## config.mk

```make
export PLATFORM = sky130hd
export DESIGN_NAME = dbm_mapper
export DESIGN_NICKNAME = d
export VERILOG_FILES = /design/src/include/dbm_pkg.sv /design/src/dbm_pair_buffer.sv /design/src/dbm_mapper.sv
export VERILOG_INCLUDE_DIRS = /design/src /design/src/include
export SDC_FILE = /design/constraint.sdc
export NUM_CORES = 1
export LEC_CHECK = 0
export ABC_CLOCK_PERIOD_IN_PS = 9800
export BUFFER_PORTS_ARGS = -buffer_cell sky130_fd_sc_hd__buf_2
export CAP_MARGIN = 20
export CORE_ASPECT_RATIO = 0.6
export CORE_MARGIN = 1.5
export CORE_UTILIZATION = 55
export DETAILED_ROUTE_END_ITERATION = 10
export PLACE_DENSITY_LB_ADDON = 0.05
export SYNTH_ARGS = -nofsm -noshare
export SYNTH_HDL_FRONTEND = slang
export SYNTH_SLANG_ARGS = --single-unit
```

## constraint.sdc

```tcl
create_clock -name sys_clk_in -period 9.8 [get_ports sys_clk_in]
set_clock_uncertainty 0.2 [all_clocks]
set_input_delay 0.49 -clock sys_clk_in [delete_from_list [all_inputs] [get_ports sys_clk_in]]
set_output_delay 0.49 -clock sys_clk_in [all_outputs]
set_load 0.02 [all_outputs]
```

## src/include/dbm_defs.svh

```systemverilog
`ifndef DBM_DEFS_SVH
`define DBM_DEFS_SVH

// =====================================================================
// Envelope structure.
`define DBM_ROWS 9
`define DBM_ROW_DATA 621
`define DBM_CTRL_BITS 5
`define DBM_OPP_COL 5
`define DBM_ROW_LEN 627
`define DBM_FIXED_DATA 5589
`define DBM_OPP_NOMINAL 3'h3
`define DBM_OPP_NEG 3'h4
`define DBM_OPP_POS 3'h2

// =====================================================================
// Envelope timing at 100 MHz.
`define DBM_ENV_PER_SEC 8000
`define DBM_CLK_NS 10
`define DBM_FRAME_NS (1000000000 / `DBM_ENV_PER_SEC)

// =====================================================================
// Elastic store.
`define DBM_STORE_AW 6
`define DBM_STORE_DEPTH 64
`define DBM_STORE_HALF 7'h20
`define DBM_STORE_BAND 7'h08

// =====================================================================
// Output buffer word: data bit in bit 0, kind in bits 2:1.
`define DBM_WORD_W 3

`endif

```

## src/include/dbm_pkg.sv

```systemverilog
package dbm_pkg;
    typedef enum logic [1:0] {
        KIND_CTRL,
        KIND_OPP_DATA,
        KIND_OPP_STUFF,
        KIND_DATA
    } dbm_kind_type;

    typedef enum logic {
        MAP_IDLE,
        MAP_RUN
    } dbm_map_state_type;
endpackage

```

## src/dbm_pair_buffer.sv

```systemverilog
`timescale 1ns/1ps
`default_nettype none
`include "dbm_defs.svh"

module dbm_pair_buffer (
    input wire logic sys_clk_in, // System clock.
    input wire logic srst_in, // Synchronous reset, active high.
    input wire logic ce_in, // Clock enable.
    input wire logic [`DBM_WORD_W-1:0] in_data_in, // Word to store.
    input wire logic in_valid_in, // Word offered.
    output logic in_ready_out, // Room for a word.
    output logic [`DBM_WORD_W-1:0] out_data_out, // Oldest word.
    output logic out_valid_out, // Oldest word present.
    input wire logic out_ready_in // Receiver takes the word.
);
    logic [`DBM_WORD_W-1:0] mem [0:1];
    logic [`DBM_WORD_W-1:0] next_mem [0:1];
    logic wr_ptr, rd_ptr, next_wr_ptr, next_rd_ptr;
    logic [1:0] count, next_count;
    logic push, pop;

    assign in_ready_out = (count != 2'h2);
    assign out_valid_out = (count != 2'h0);
    assign out_data_out = mem[rd_ptr];

    always_comb begin
        push = in_valid_in && in_ready_out;
        pop = out_valid_out && out_ready_in;
        next_mem[0] = mem[0];
        next_mem[1] = mem[1];
        next_wr_ptr = wr_ptr;
        next_rd_ptr = rd_ptr;
        next_count = count;
        if (push) begin
            next_mem[wr_ptr] = in_data_in;
            next_wr_ptr = ~wr_ptr;
        end
        if (pop) begin
            next_rd_ptr = ~rd_ptr;
        end
        if (push && !pop) begin
            next_count = count + 2'h1;
        end else if (pop && !push) begin
            next_count = count - 2'h1;
        end
    end

    always_ff @(posedge sys_clk_in) begin
        if (srst_in) begin
            mem[0] <= '0;
            mem[1] <= '0;
            wr_ptr <= 1'b0;
            rd_ptr <= 1'b0;
            count <= 2'h0;
        end else if (ce_in) begin
            mem[0] <= next_mem[0];
            mem[1] <= next_mem[1];
            wr_ptr <= next_wr_ptr;
            rd_ptr <= next_rd_ptr;
            count <= next_count;
        end
    end
endmodule

`default_nettype wire

```

## src/dbm_mapper.sv

```systemverilog
`timescale 1ns/1ps
`default_nettype none
`include "dbm_defs.svh"

module dbm_mapper #(
    parameter int FRAME_CYCLES = `DBM_FRAME_NS / `DBM_CLK_NS
) (
    input wire logic sys_clk_in, // System clock, 100 MHz.
    input wire logic srst_in, // Synchronous reset, active high.
    input wire logic ce_in, // Clock enable; low freezes all state.
    input wire logic ds3_bit_in, // Incoming DS3 bit.
    input wire logic ds3_valid_in, // DS3 bit present.
    output logic ds3_ready_out, // Elastic store has room.
    output logic spe_bit_out, // Envelope bit.
    output dbm_pkg::dbm_kind_type spe_kind_out, // Kind of envelope bit.
    output logic spe_valid_out, // Envelope bit present.
    input wire logic spe_ready_in, // Framer takes the bit.
    output logic spe_start_out, // Pulse: envelope begins.
    output logic [2:0] spe_opp_data_out, // Opportunities carrying data now.
    input wire logic dmp_bit_in, // Received envelope bit.
    input wire logic dmp_valid_in, // Received bit present.
    input wire logic dmp_sof_in, // Received bit is first of envelope.
    output logic dmp_bit_out, // Recovered DS3 bit.
    output logic dmp_valid_out, // Recovered bit present.
    output logic [12:0] dmp_count_out // DS3 bits of last envelope.
);
    import dbm_pkg::*;

    // =====================================================================
    // Frame pacing and elastic store.
    logic [13:0] timer, next_timer;
    logic pending, next_pending;
    logic frame_tick;
    logic mem [0:`DBM_STORE_DEPTH-1];
    logic [`DBM_STORE_AW-1:0] wr_ptr, rd_ptr, next_wr_ptr, next_rd_ptr;
    logic [`DBM_STORE_AW:0] fill, next_fill;
    logic store_wr, store_rd;

    // =====================================================================
    // Envelope emission.
    dbm_map_state_type state, next_state;
    logic [3:0] row, next_row;
    logic [9:0] col, next_col;
    logic [2:0] n_opp, next_n_opp;
    logic [12:0] env_data, next_env_data;
    logic item_valid, item_bit, item_push, item_last, uses_data, buf_ready, start;
    dbm_kind_type item_kind;

    assign frame_tick = (timer == 14'(FRAME_CYCLES - 1));
    assign ds3_ready_out = (fill != 7'(`DBM_STORE_DEPTH));
    assign store_wr = ds3_valid_in && ds3_ready_out;
    assign start = pending && (state == MAP_IDLE);
    assign spe_start_out = start;
    assign spe_opp_data_out = n_opp;

    always_comb begin
        item_bit = 1'b0;
        uses_data = 1'b0;
        item_kind = KIND_DATA;
        if (col < 10'(`DBM_CTRL_BITS)) begin
            item_kind = KIND_CTRL;
            item_bit = !(row < {1'b0, n_opp});
        end else if (col == 10'(`DBM_OPP_COL)) begin
            if (row < {1'b0, n_opp}) begin
                item_kind = KIND_OPP_DATA;
                uses_data = 1'b1;
                item_bit = mem[rd_ptr];
            end else begin
                item_kind = KIND_OPP_STUFF;
            end
        end else begin
            uses_data = 1'b1;
            item_bit = mem[rd_ptr];
        end
        // A bit waits for the store rather than inventing data.
        item_valid = (state == MAP_RUN) && (!uses_data || fill != 7'h00);
        item_push = item_valid && buf_ready;
        item_last = (row == 4'(`DBM_ROWS - 1)) && (col == 10'(`DBM_ROW_LEN - 1));
        store_rd = item_push && uses_data;
    end

    always_comb begin
        next_timer = frame_tick ? 14'h0000 : timer + 14'h0001;
        next_pending = (pending && !start) || frame_tick;
        next_wr_ptr = store_wr ? wr_ptr + 6'h01 : wr_ptr;
        next_rd_ptr = store_rd ? rd_ptr + 6'h01 : rd_ptr;
        next_fill = fill + 7'(store_wr) - 7'(store_rd);
        next_state = state;
        next_row = row;
        next_col = col;
        next_n_opp = n_opp;
        next_env_data = env_data;
        if (start) begin
            next_state = MAP_RUN;
            next_row = 4'h0;
            next_col = 10'h000;
            next_env_data = 13'h0000;
            if (fill >= `DBM_STORE_HALF + `DBM_STORE_BAND) begin
                next_n_opp = `DBM_OPP_NEG;
            end else if (fill <= `DBM_STORE_HALF - `DBM_STORE_BAND) begin
                next_n_opp = `DBM_OPP_POS;
            end else begin
                next_n_opp = `DBM_OPP_NOMINAL;
            end
        end else if (item_push) begin
            next_env_data = env_data + 13'(uses_data);
            if (item_last) begin
                next_state = MAP_IDLE;
            end else if (col == 10'(`DBM_ROW_LEN - 1)) begin
                next_col = 10'h000;
                next_row = row + 4'h1;
            end else begin
                next_col = col + 10'h001;
            end
        end
    end

    always_ff @(posedge sys_clk_in) begin
        if (srst_in) begin
            timer <= 14'h0000;
            pending <= 1'b0;
            wr_ptr <= 6'h00;
            rd_ptr <= 6'h00;
            fill <= 7'h00;
            state <= MAP_IDLE;
            row <= 4'h0;
            col <= 10'h000;
            n_opp <= `DBM_OPP_NOMINAL;
            env_data <= 13'h0000;
        end else if (ce_in) begin
            timer <= next_timer;
            pending <= next_pending;
            wr_ptr <= next_wr_ptr;
            rd_ptr <= next_rd_ptr;
            fill <= next_fill;
            state <= next_state;
            row <= next_row;
            col <= next_col;
            n_opp <= next_n_opp;
            env_data <= next_env_data;
        end
    end

    always_ff @(posedge sys_clk_in) begin
        if (ce_in && store_wr) begin
            mem[wr_ptr] <= ds3_bit_in;
        end
    end

    logic [`DBM_WORD_W-1:0] buf_out;

    dbm_pair_buffer u_buf (
        .sys_clk_in(sys_clk_in),
        .srst_in(srst_in),
        .ce_in(ce_in),
        .in_data_in({item_kind, item_bit}),
        .in_valid_in(item_valid),
        .in_ready_out(buf_ready),
        .out_data_out(buf_out),
        .out_valid_out(spe_valid_out),
        .out_ready_in(spe_ready_in)
    );

    assign spe_bit_out = buf_out[0];
    assign spe_kind_out = dbm_kind_type'(buf_out[2:1]);

    // =====================================================================
    // Demapper: mirrors the row layout and votes on the control bits.
    logic [3:0] drow, next_drow;
    logic [9:0] dcol, next_dcol;
    logic [2:0] ones, next_ones;
    logic [12:0] dcount, next_dcount, next_dmp_count;
    logic next_dmp_bit, next_dmp_valid;
    logic [9:0] pos_col;
    logic [3:0] pos_row;

    always_comb begin
        pos_col = dmp_sof_in ? 10'h000 : dcol;
        pos_row = dmp_sof_in ? 4'h0 : drow;
        next_drow = drow;
        next_dcol = dcol;
        next_ones = ones;
        next_dcount = dcount;
        next_dmp_count = dmp_count_out;
        next_dmp_bit = dmp_bit_out;
        next_dmp_valid = 1'b0;
        if (dmp_valid_in) begin
            if (dmp_sof_in) begin
                next_dmp_count = dcount;
                next_dcount = 13'h0000;
            end
            if (pos_col < 10'(`DBM_CTRL_BITS)) begin
                next_ones = ((pos_col == 10'h000) ? 3'h0 : ones) + 3'(dmp_bit_in);
            end else if (pos_col > 10'(`DBM_OPP_COL) || ones < 3'h3) begin
                next_dmp_valid = 1'b1;
                next_dmp_bit = dmp_bit_in;
                next_dcount = (dmp_sof_in ? 13'h0000 : dcount) + 13'h0001;
            end
            if (pos_col == 10'(`DBM_ROW_LEN - 1)) begin
                next_dcol = 10'h000;
                next_drow = (pos_row == 4'(`DBM_ROWS - 1)) ? 4'h0 : pos_row + 4'h1;
            end else begin
                next_dcol = pos_col + 10'h001;
                next_drow = pos_row;
            end
        end
    end

    always_ff @(posedge sys_clk_in) begin
        if (srst_in) begin
            drow <= 4'h0;
            dcol <= 10'h000;
            ones <= 3'h0;
            dcount <= 13'h0000;
            dmp_count_out <= 13'h0000;
            dmp_bit_out <= 1'b0;
            dmp_valid_out <= 1'b0;
        end else if (ce_in) begin
            drow <= next_drow;
            dcol <= next_dcol;
            ones <= next_ones;
            dcount <= next_dcount;
            dmp_count_out <= next_dmp_count;
            dmp_bit_out <= next_dmp_bit;
            dmp_valid_out <= next_dmp_valid;
        end
    end
endmodule

`default_nettype wire

```

==> flow_summary.toml <==
[run_status]
status = "complete, no violations"

[cells_and_area]
drive_gt1_frac = 0.116
multiInputGateArea_mm2 = 0.00393
regArea_mm2 = 0.00418
n_fill_cell = 1201
fin_nets = 913
syn2layout_area_growth_pct = 9.84
diodes = 0

[pwr]
p_per_area_mw_per_mm2 = 165
leakagePower_nw = 3.16
switching_share = 0.245
p_int_mw = 1.15
ir_drop_v = 0.0000988
switching_power_uw = 373
pwr-share-seq = 0.503
clockPowerShare = 0.440
pwr-share-comb = 0.057

[logic_synthesis]
synth_area_leaders = "edfxtp_1 25%, dfxtp_1 25%, nor2_1 5.8%"
synth_area_mm2 = 0.00843
ys_seq_area_frac = 0.496
yosys_warnings = 0
synth_nets = 899
synth_area_per_cell_um2 = 9.88
synth-edff-count = 70
netlist.area_leader.share = 0.249
synth_top_area_cell = "edfxtp_1"
synthFlopType = "dfxtp_1"
synth.most_common_cell = "nor2_1"
async_reset_ff_frac = 0
postSynthCellCount = 853
netlist-cell-type-count = 69
ys_ff_latch = 174
synthTopCellsByCount = "130 x nor2_1, 104 x dfxtp_1, 81 x nand2_1, 70 x edfxtp_1, 56 x a21oi_1"

[floorplanning]
core_area_mm2 = 0.0147
boundaryPins = 33
start_util = 0.573
die-width_um = 163
die_h_um = 98.9
num_rows = 34
die_area_mm2 = 0.0161

[sta]
fin_tns_setup_ps = 0
max_freq_mhz = 255
finalCritPeriodShare = 0.401
slew_viol_final = 0
worst_pin_slew_ps = 998
rsz0062_at_grt = "false"
max_slew_margin = 0.335
setup_viol = 0
fin_hold_ws_ps = 134
hold_viol = 0
min_period_ps = 3930

[worst_setup_path]
critPathKind = "reg -> reg"
critPathRequiredTime_ps = 9930
critPathCaptureType = "flop"
arrival_ps = 4060
crit_chain = "inv_1 -> ha_1 -> nand2b_1 -> nor4_1 -> o21ai_2 -> and2_2 -> nor2b_1 -> ha_1 -> inv_1 -> ha_1 -> fa_1 -> a21oi_1 -> o21bai_1 -> a21oi_1 -> o21bai_1 -> xor2_1 -> a211oi_1"
slowest_stage = "dfxtp_1"
worst_path_most_repeated_cell = "ha_1"
start_kind = "flop"
cp_slowest_stage_delay_ps = 430
worstPathMaxFanout = 6

[clock_network]
cts.repair.resized = 0
cts_buffer_depth = 2
cts_setup_buffers = 0
postCtsHoldBufs = 0
path_clk_slew_ps = 70
clkLatencyLatePin_ps = 420
cts_buffers = 17
clock-sinks = 174
htreeDepth = 4
cts_root_buffer = "clkbuf_16"
cts_tree = "built"

[grt]
grt_pass1_vias = 5947
antenna_found_initial = 0
grt_first_pass_wirelength_mm = 29.9
grtUsageTotal = 0.236
grt_max_degree = 80
grt_overflow_total = 0

[hold_path]
worstHoldPathType = "in -> reg"

[job]
max-cap-violations = 0

[detailed_routing]
wl_met2_mm = 7.66
drt_iter0_drc = 644
routedWlPerCell_um = 16.9
first_pass_iters = 5
met1_length_mm = 9.16
routed_wl_mm = 18.2
dr_total_vias = 6357
viasPerCell = 5.90
route.detailed.drc = 0
ant_nets = 0
wl_met3_mm = 1.28
highest_layer = "met4"

[place]
io_buffers = 32
place_congestion = 0.851
dp_hpwl_mm = 12.3
flip-flops by register name (all words and copies together) (netlist names), 7 cells and up, named ones only:
register       cells
col               10
dcol              10
dcount            13
dmp_count_out     13
fill               7
mem               64
timer             14
metal layers:
metal / global-route usage / vias up
met3: 0.0480 / 10
met4: 0.0642 / 0
met2: 0.335 / 224
met5: 0 / -
met1: 0.365 / 3025
li1: - / 3098
power by group through the flow:
| stage | Sequential (mW) | Clock, mW | Combinational, mW |
|---|---|---|---|
| floorplan | 0.781 | 0 | 0.0655 |
| detailed placement | 0.783 | 0 | 0.0869 |
| finish | 0.767 | 0.670 | 0.0876 |
| global route | 0.767 | 0.711 | 0.0978 |
| global placement | 0.783 | 0 | 0.0847 |
| CTS | 0.767 | 0.677 | 0.0874 |
worst max-delay path, delay by kind of cell, from the launching register on:
kind	cells	cell delay (ps)
adder cells (fa/ha/maj)	4	1090
AO/OA/AOI/OAI	6	960
AND/OR/NAND/NOR	4	900
flip-flops	1	430
XOR/XNOR	1	140
buffers and inverters	2	130
layout make-up:
cell class                      instances  share of cell area
Clock buffer                           18              0.0464
Clock inverter                         14              0.0166
Inverter                               33              0.0142
Multi-Input combinational cell        606               0.424
Sequential cell                       174               0.452
Tap cell                              198              0.0268
Timing Repair Buffer                   35              0.0197
cell usage in the layout (no fill, tap or decap), types with 7 or more instances in the layout:
cell / count
inv_1: 32
o31ai_1: 7
nor2b_1: 15
nor2_1: 130
or4_1: 8
nand2_1: 81
a211oi_1: 10
nand2b_1: 9
xor2_1: 17
ha_1: 36
edfxtp_1: 70
mux4_2: 16
or3_1: 14
xnor2_1: 17
o21ai_0: 29
clkbuf_16: 17
nand3_1: 27
buf_2: 32
nand3b_1: 7
and3_1: 8
nor4_1: 7
a31oi_1: 7
a22oi_1: 10
a21oi_1: 56
dfxtp_1: 104
nor3_1: 11
nand4_1: 11
final timing paths:
kind                                  startpoint  slack, ps                to  depth (start not counted)
worst max-delay path                      col[0]       5870           fill[6]                         17
worst min-delay path                  dmp_bit_in        130       dmp_bit_out                          3
worst max register to register            col[0]       5870           fill[6]                         17
worst min register to register  dmp_count_out[0]        260  dmp_count_out[0]                          2
stage by stage:
step	total power, mW	setup WS (ps)	util	std cells	area [µm²]
2_1_floorplan	0.847	6190	-	853	8430
3_3_place_gp	0.867	6150	0.589	1046	8680
6_report	1.52	5870	0.629	1078	9260
5_1_grt	1.58	5700	0.629	1078	9260
3_5_place_dp	0.870	5950	0.589	1046	8680
4_1_cts	1.53	5910	0.629	1078	9260
cells by family after synthesis:
kind of cell,count (synthesis),synth area share
AOI/OAI and AO/OA,155,0.117
xor gates and xnor gates,34,0.0353
adders and majority gates,37,0.0558
buffers and inverters,73,0.0374
DFF,174,0.496
muxes,26,0.0552
and+or+nand+nor,354,0.203
No activity file was read; power rests on OpenSTA's default activity.
